--- src/hdl/ppc_defines.vh ---
// Constants for the port pin configuration block.
// Assumes it is included by bare name from the design files.
// What this block does
// - Each port bit is configured on its own as input or input/output.
// - Bits without a Schmitt stage use TTL or CMOS threshold from their level select bit.
// - Bits with a Schmitt stage ignore the level select bit and stay Schmitt.
// - At most one peripheral function drives a pin at a time.
// - A peripheral input reaches its pin just because the peripheral is enabled.
// - Open-drain mode only disables the high-side driver; low is still driven.
// - Pure open-drain bits have no push-pull option and no weak pull-up.
// - Interrupt-capable inputs always pass a Schmitt stage.
// - The memory-interface bits carry external memory signals when that is on.
// - Only bits built with a weak pull-up ever apply one.
`ifndef PPC_DEFINES_VH
`define PPC_DEFINES_VH
`define PPC_WIDTH 8
`define PPC_SYNC_RST 2'h0
`define PPC_CFG_RST 3'h1
`endif

--- src/hdl/ppc_port.v ---
// One 8-bit port: config bits, synchroniser, per-bit decode.
// Assumes pin levels arrive asynchronously; peripherals are on i_sys_clk.
`timescale 1ns/1ps
`default_nettype none
`include "ppc_defines.vh"
module ppc_port #(
    parameter W = `PPC_WIDTH,
    parameter [7:0] SCHMITT_MASK = 8'hf3,
    parameter [7:0] PULLUP_MASK = 8'hf3,
    parameter [7:0] PURE_OD_MASK = 8'h0c,
    parameter [7:0] MEM_MASK = 8'h00
) (
    input wire i_sys_clk,
    input wire i_nrst,
    input wire i_ce,
    input wire [W-1:0] i_cfg_lvl,
    input wire [W-1:0] i_cfg_one,
    input wire [W-1:0] i_cfg_zero,
    input wire [W-1:0] i_gpio_out,
    input wire [W-1:0] i_pf_out,
    input wire i_mem_en,
    input wire [W-1:0] i_mem_out,
    input wire [W-1:0] i_mem_oe,
    input wire [W-1:0] i_pin,
    output reg [W-1:0] o_pin_out,
    output reg [W-1:0] o_pin_oe,
    output reg [W-1:0] o_pullup,
    output reg [W-1:0] o_schmitt,
    output reg [W-1:0] o_ttl,
    output reg [W-1:0] o_ain_sel,
    output reg [W-1:0] o_pin_in,
    output reg [W-1:0] o_pf_in
);
    reg [W-1:0] sync1_r;
    reg [W-1:0] sync2_r;
    wire [W-1:0] dl;
    wire [W-1:0] dh;
    wire [W-1:0] pu;
    wire [W-1:0] st;
    wire [W-1:0] tt;
    wire [W-1:0] ps;
    wire [W-1:0] an;
    genvar g;
    generate
        for (g = 0; g < W; g = g + 1)
        begin : bits
            ppc_bit #(
                .HAS_SCHMITT(SCHMITT_MASK[g]),
                .HAS_PULLUP(PULLUP_MASK[g]),
                .PURE_OD(PURE_OD_MASK[g])
            ) u_bit (
                .i_lvl(i_cfg_lvl[g]),
                .i_c1(i_cfg_one[g]),
                .i_c0(i_cfg_zero[g]),
                .i_gpio_out(i_gpio_out[g]),
                .i_pf_out(i_pf_out[g]),
                .i_mem_en(i_mem_en & MEM_MASK[g]),
                .i_mem_out(i_mem_out[g]),
                .i_mem_oe(i_mem_oe[g]),
                .o_drive_low(dl[g]),
                .o_drive_high(dh[g]),
                .o_pullup(pu[g]),
                .o_schmitt(st[g]),
                .o_ttl(tt[g]),
                .o_pf_sel(ps[g]),
                .o_ain_sel(an[g])
            );
        end
    endgenerate
    always @(posedge i_sys_clk or negedge i_nrst)
    begin
        if (!i_nrst)
        begin
            sync1_r <= {W{1'b0}};
            sync2_r <= {W{1'b0}};
            o_pin_out <= {W{1'b0}};
            o_pin_oe <= {W{1'b0}};
            o_pullup <= {W{1'b0}};
            o_schmitt <= {W{1'b0}};
            o_ttl <= {W{1'b0}};
            o_ain_sel <= {W{1'b0}};
            o_pin_in <= {W{1'b0}};
            o_pf_in <= {W{1'b0}};
        end
        else if (i_ce)
        begin
            sync1_r <= i_pin;
            sync2_r <= sync1_r;
            // Open drain: drive only the low level, high left to the wire
            o_pin_out <= dh;
            o_pin_oe <= dl | dh;
            o_pullup <= pu;
            o_schmitt <= st;
            o_ttl <= tt;
            o_ain_sel <= an;
            o_pin_in <= sync2_r;
            // Peripheral inputs see the pin always; no selection needed
            o_pf_in <= sync2_r;
        end
    end
endmodule
`default_nettype wire

--- src/hdl/ppc_bit.v ---
// One port bit: decodes three config bits into drivers, pull-up and input stage.
// Assumes pin input already synchronised by the parent.
`timescale 1ns/1ps
`default_nettype none
`include "ppc_defines.vh"
module ppc_bit #(
    parameter HAS_SCHMITT = 1'b1,
    parameter HAS_PULLUP = 1'b1,
    parameter PURE_OD = 1'b0
) (
    input wire i_lvl,
    input wire i_c1,
    input wire i_c0,
    input wire i_gpio_out,
    input wire i_pf_out,
    input wire i_mem_en,
    input wire i_mem_out,
    input wire i_mem_oe,
    output wire o_drive_low,
    output wire o_drive_high,
    output wire o_pullup,
    output wire o_schmitt,
    output wire o_ttl,
    output wire o_pf_sel,
    output wire o_ain_sel
);
    wire out_mode;
    wire od_mode;
    wire level;
    wire en;
    // Code lvl,c1,c0: 001/011 push-pull out, 110 open-drain out, 101/111/x00/010 input
    // Schmitt function input 101 must never drive, or it fights the far end
    assign out_mode = (i_c0 & ~i_lvl) | (i_c1 & ~i_c0 & i_lvl);
    assign o_pf_sel = i_c1 & i_c0 & ~i_lvl & ~i_mem_en;
    assign o_ain_sel = i_c1 & ~i_c0 & ~i_lvl & ~i_mem_en;
    assign od_mode = (i_c1 & ~i_c0 & i_lvl) | PURE_OD;
    assign en = i_mem_en ? i_mem_oe : out_mode;
    assign level = i_mem_en ? i_mem_out : (o_pf_sel ? i_pf_out : i_gpio_out);
    assign o_drive_low = en & ~level;
    assign o_drive_high = en & level & ~od_mode;
    assign o_pullup = HAS_PULLUP & ~PURE_OD & ~en & ~i_c0 & ~i_c1 & ~i_lvl;
    assign o_schmitt = HAS_SCHMITT;
    assign o_ttl = ~HAS_SCHMITT & ~i_lvl;
endmodule
`default_nettype wire

--- config.mk ---
export PLATFORM = sky130hd
export DESIGN_NAME = ppc_port
export DESIGN_NICKNAME = d
export VERILOG_FILES = /design/src/hdl/ppc_port.v /design/src/hdl/ppc_bit.v
export VERILOG_INCLUDE_DIRS = /design/src /design/src/hdl
export SDC_FILE = /design/constraint.sdc
export NUM_CORES = 1
export LEC_CHECK = 0
export BUFFER_PORTS_ARGS = -buffer_cell sky130_fd_sc_hd__clkbuf_2
export CORE_MARGIN = 4
export CORE_UTILIZATION = 40
export DETAILED_ROUTE_END_ITERATION = 10
export PLACE_DENSITY = 0.68
export SYNTH_ARGS = -nofsm -noshare
export SYNTH_HDL_FRONTEND = slang
export SYNTH_HIERARCHICAL = 1
export SYNTH_SLANG_ARGS = --single-unit
--- constraint.sdc ---
create_clock -name i_sys_clk -period 0.9 [get_ports i_sys_clk]
set_input_delay 0.09 -clock i_sys_clk [delete_from_list [all_inputs] [get_ports i_sys_clk]]
set_output_delay 0.09 -clock i_sys_clk [all_outputs]
set_load 0.005 [all_outputs]
==> results of run 1 <==
==> layer usage <==
metal / vias up / part of all wire, % / routed length (um)
met5: - / 0 / 0
met4: 0 / 0.83 / 73
met3: 6 / 4.9 / 434
met2: 81 / 51 / 4536
met1: 1458 / 43 / 3784
li1: 1514 / - / -
==> through the flow <==
| step | util, % | hold WS, ps | setup WS, ps |
|---|---|---|---|
| after detailed placement | 50.24 | -10.47 | -313.1 |
| after floorplan | - | -205.6 | -38.94 |
| after global routing | 57.13 | 37.96 | -134.4 |
| after CTS | 55.95 | 29.26 | -88.33 |
| final | 57.13 | 52.55 | -58.76 |
| after global placement | 50.24 | -13.20 | -229.5 |
==> timing repair <==
item / CTS / global route
endpoints found under the setup margin: 64 / 89
cloned: 0 / 0
setup buffers: 33 / 7
hold endpoints to repair: 80 / 0
gates resized for setup: 0 / 17
hold buffers: 9 / 0
==> report_power, final <==
part	leakage, nW	total [W]	switching, W	internal, W
registers	0.875	0.00382	0.000238	0.00359
clock network	0.113	0.00286	0.00122	0.00165
logic	2.04	0.00213	0.000787	0.00135
==> final timing paths <==
kind | start | slack, ps | cells past startpoint | end
worst max-delay path | o_pin_in[1] | -60 | 1 | o_pf_in[1]
worst min-delay path | i_cfg_lvl[3] | 50 | 3 | o_ttl[3]
worst max register to register | o_ttl[1] | -10 | 2 | o_ttl[1]
worst min register to register | sync2_r[3] | 510 | 1 | o_pin_in[3]
max in group asynchronous | i_nrst | 270 | 3 | o_pullup[0]
min in group asynchronous | i_nrst | 180 | 2 | sync2_r[2]
==> layout by cell type, fill, tap and decap left out, types with 8 or more instances in the layout <==
cell type      instances
clkbuf_8              10
inv_1                 12
conb_1                32
nand2b_1               8
mux2i_1                8
buf_6                 12
mux2_4                64
nand2_1                8
dlygate4sd3_1          9
buf_4                 62
nor2_1                24
dfrtp_1               72
a21oi_1                8
clkbuf_2             127
==> cell type report <==
cell class | count | area, um2
repair buffers | 217 | 1451
inverters | 14 | 52.55
clock inverters | 6 | 90.09
flip-flops and latches | 72 | 1802
well taps | 133 | 166.4
clock buffers | 10 | 137.6
multi-input cells | 220 | 1962
fillers | 849 | 4248
==> flip-flops by register name, indices dropped and copies added (netlist names) <==
signal     cells
o_ain_sel      8
o_pin_in       8
o_pin_oe       8
o_pin_out      8
o_pullup       8
o_schmitt      8
o_ttl          8
sync1_r        8
sync2_r        8
==> summary.md, run 1 <==
| Metric | Value |
|---|---|
| Tcrit/Tclk final | 106.5% |
| Largest net degree at the start of global routing | 30 |
| GRT Util Overall | 14.80% |
| CTS sink count | ~70 |
| Crit path required time | roughly 800 ps |
| Clk_skew | 8.779 ps |
| Total Power | 0.008819 W |
| Worst-Skew Late Latency | between 300 and 400 ps |
| Crit path launch type | flip-flop |
| Wirelength, routed | ~8800 um |
| First-pass GRT wire length | approximately 14000 um |
| Setup CP Type | reg -> out |
| Total grt overflow | 0 |
| Crit path max fanout | 3 |
| Die X-Extent | about 110 um |
| Max-slew violation count | 0 |
| 1st-iter DRT viols | between 100 and 150 |
| Crit. End Element | output pin |
| Violated checks | negative setup slack |
| Placer Congestion | roughly 0.8 |
| Cell leakage power | 3.030 nW |
| Cell Chain, Critical Path | clkbuf_2 |
| H-tree Lvls | 3 |
| N_diodes | 0 |
| Clock buffer depth | 2 |
| Final Net Count | 602 |
| Antenna viol nets, final | 0 |
| Setup ws final | -58.76 ps |
| Site Rows | 36 |
| Final TNS setup | -2237 ps |
| Critical Path Slowest Stage Cell | dfrtp_1 |
| Cell area after synthesis | approximately 4100 um2 |
| CTS buffer count | 9 |
| Result of the run | finished with violations |
| Pwr dens | 1558 nW/um2 |
| Fin. Hold Viols | 0 |
| Final setup fails | 70 |
| Min Tclk post-route | 958.8 ps |
| Met2 GRT Util | between 20% and 30% |
| Placed Instances | a little over 600 |
| Die H | roughly 110 um |
| TritonCTS clock tree | built |
| Unrepaired setup endpoints after global routing | yes |
| Average size of a mapped cell | ~12 um2 |
| DR vias | about 3k |
| Peak VDD IR | 701.2 uV |
| Cells after Synth | 330 |
| Dpl hpwl | about 6500 um |
| Root Buffer | clkbuf_8 |
| Layout cells sized above 1 | ~55% |
| Max Clk Rate | between 1000 and 1500 MHz |
| WL/cell | about 13 um |
| MaxCap Viol Count | 0 |
| Pre-antenna DRT Iters | 4 |
| Core area | 9910 um2 |
| Met1 Usage GRT | between 10% and 20% |
| Clk slew on worst S/H paths | around 80 ps |
| Vias per inst | 4.552 |
| Critical Path Max Stage Delay | just over 400 ps |
| HP Class | in -> reg |
| Port Buffers | 130 |
| Buf/Inv on CP | 1 |
| Area delta synth->final | 37.33% |
| CP delay by family, top | flip-flops |
| IO Count | approximately 130 |
| Die area | roughly 12000 um2 |
| Final Cell Area | 5662 um2 |
| Vias in the first global route | roughly 3.2k |
| Most used routing layer | met2 |
| Placed cell area | 4979 um2 |
| Layout Cells excl Fill | 672 |
| Ys Warns | 6 |
| GR Util met3 | 4.169% |
| Initial Util | between 40% and 50% |
| Post-route DRC violation count | 0 |
| CP arrival | just under 900 ps |
| Initial antenna violation count | 0 |
No activity file was read; power rests on OpenSTA's default activity.
==> run 2: changes to the inputs <==
Clock period 0.9 ns to 1.2 ns, I/O delays scaled along.
==> summary.md, run 2 (synthesized netlist as in run 1, its figures left out) <==
| Metric | Value |
|---|---|
| Site Rows | 36 |
| Hold path cells | 2 |
| Clk_skew | just under 7 ps |
| Final setup fails | 0 |
| Vias per inst | approximately 4.7 |
| Cell leakage power | about 2.7 nW |
| Final Net Count | 538 |
| Total grt overflow | 0 |
| Placed cell area | 4801 um2 |
| Crit path launch type | flip-flop |
| CP delay by family, top | flip-flops |
| Buf/Inv on CP | 1 |
| Vias in the first global route | 2831 |
| Crit path max fanout | 3 |
| Flop-to-flop setup slack | 400 ps |
| 1st-iter DRT viols | 93 |
| Setup CP Type | reg -> out |
| Cell Chain, Critical Path | clkbuf_2 |
| HP Start | i_pin[5] |
| Min Tclk post-route | between 900 and 1000 ps |
| R2r startpoint | o_pin_in[0] |
| Result of the run | completed |
| Die X-Extent | ~110 um |
| Initial Util | a little over two fifths |
| Layout Cells excl Fill | around 600 |
| WL/cell | ~13 um |
| Pre-antenna DRT Iters | 4 |
| Antenna viol nets, final | 0 |
| TritonCTS clock tree | built |
| CTS sink count | just over 70 |
| Unrepaired setup endpoints after global routing | no |
| DR vias | roughly 2.9k |
| FF-to-FF End | o_pin_in[0] |
| GRT Util Overall | between 10% and 20% |
| Root Buffer | clkbuf_8 |
| MaxCap Viol Count | 0 |
| Crit path required time | roughly 1100 ps |
| Placed Instances | ~590 |
| Dpl hpwl | between 6000 and 7000 um |
| Initial antenna violation count | 0 |
| CTS buffer count | 9 |
| FILL cells | 928 |
| WHS Endpoint | sync1_r[5] |
| CP arrival | between 800 and 900 ps |
| Most frequent cells in the layout | clkbuf_2, dfrtp_1, mux2_4 |
| IO Count | about 130 |
| Clock buffer depth | 2 |
| Worst reg-to-reg path cell count | 1 |
| Largest net degree at the start of global routing | 73 |
| Final Cell Area | ~5000 um2 |
| H-tree Lvls | 3 |
| Fin. Hold Viols | 0 |
| Critical Path Slowest Stage Cell | dfrtp_1 |
| Port Buffers | 130 |
| Die area | ~12000 um2 |
| Max-slew violation count | 0 |
| HP Class | in -> reg |
| Clk slew on worst S/H paths | approximately 80 ps |
| Crit. End Element | output pin |
| Tcrit/Tclk final | ~83% |
| Peak VDD IR | roughly 520 uV |
| Wirelength, routed | around 8200 um |
| Placer Congestion | about 0.77 |
| Die H | approximately 110 um |
| First-pass GRT wire length | between 10000 and 15000 um |
| Worst-Skew Late Latency | between 300 and 400 ps |
| Pwr dens | approximately 1200 nW/um2 |
| Max Clk Rate | about 1000 MHz |
| Post-route DRC violation count | 0 |
| Commonest non-fill, non-tap cell in the layout | clkbuf_2 |
| Layout cells sized above 1 | 48.73% |
| N_diodes | 0 |
| Core area | between 9000 and 10000 um2 |
| Post_cts resized | 0 |
| Critical Path Max Stage Delay | between 400 and 500 ps |
| Area delta synth->final | 23.46% |
==> run 2: cell type report <==
class | count | area, um2 | share of cell area (%)
multi-input combinational | 220 | 1942 | 38.15
sequential | 72 | 1802 | 35.40
clock buffer | 10 | 137.6 | 2.704
inverter | 14 | 52.55 | 1.032
clock inverter | 5 | 81.33 | 1.598
timing repair buffer | 153 | 908.4 | 17.85
tap | 133 | 166.4 | 3.269
==> run 2: where the power goes <==
| part | switching, W | total (W) | internal [W] |
|---|---|---|---|
| combinational | 0.000520 | 0.00129 | 0.000767 |
| clock | 0.000897 | 0.00211 | 0.00122 |
| sequential | 0.000171 | 0.00286 | 0.00269 |
| total | 0.00159 | 0.00626 | 0.00467 |
==> run 2: repair_timing <==
item,CTS,global route
hold endpoints to repair,78,0
buffers inserted,0,0
hold buffers,7,0
==> run 2: metal layers <==
layer	vias to the layer above	wire, um	GRT usage (%)
li1	1385	-	-
met1	1373	3587	17.70
met2	91	3931	22.49
met3	12	540	3.347
met4	0	133	6.233
met5	-	0	0
==> run 2: stage by stage <==
step | hold slack, ps | util, % | setup WS (ps) | power (W) | setup TNS (ps)
global route | 9.900 | 51.36 | 147.1 | 0.006634 | 0
floorplan | -175.6 | - | 207.6 | 0.003736 | 0
global placement | 162.9 | 48.45 | -23.92 | 0.004144 | -25.75
CTS | 4.356 | 51.36 | 173.5 | 0.006371 | 0
finish | 32.69 | 51.36 | 205.4 | 0.006260 | 0
detailed placement | 163.0 | 48.45 | -104.5 | 0.004179 | -366.8
==> run 2: worst max-delay path by stage <==
stage / start / to / depth (start not counted)
5_1_grt: o_pin_in[7] / o_pf_in[7] / 1
2_1_floorplan: i_cfg_lvl[0] / o_pin_oe[0] / 5
3_5_place_dp: i_cfg_lvl[0] / o_pullup[0] / 6
3_3_place_gp: i_cfg_lvl[5] / o_pin_oe[5] / 6
4_1_cts: o_pin_in[0] / o_pf_in[0] / 1
6_report: o_pin_in[0] / o_pin_in[0] / 1
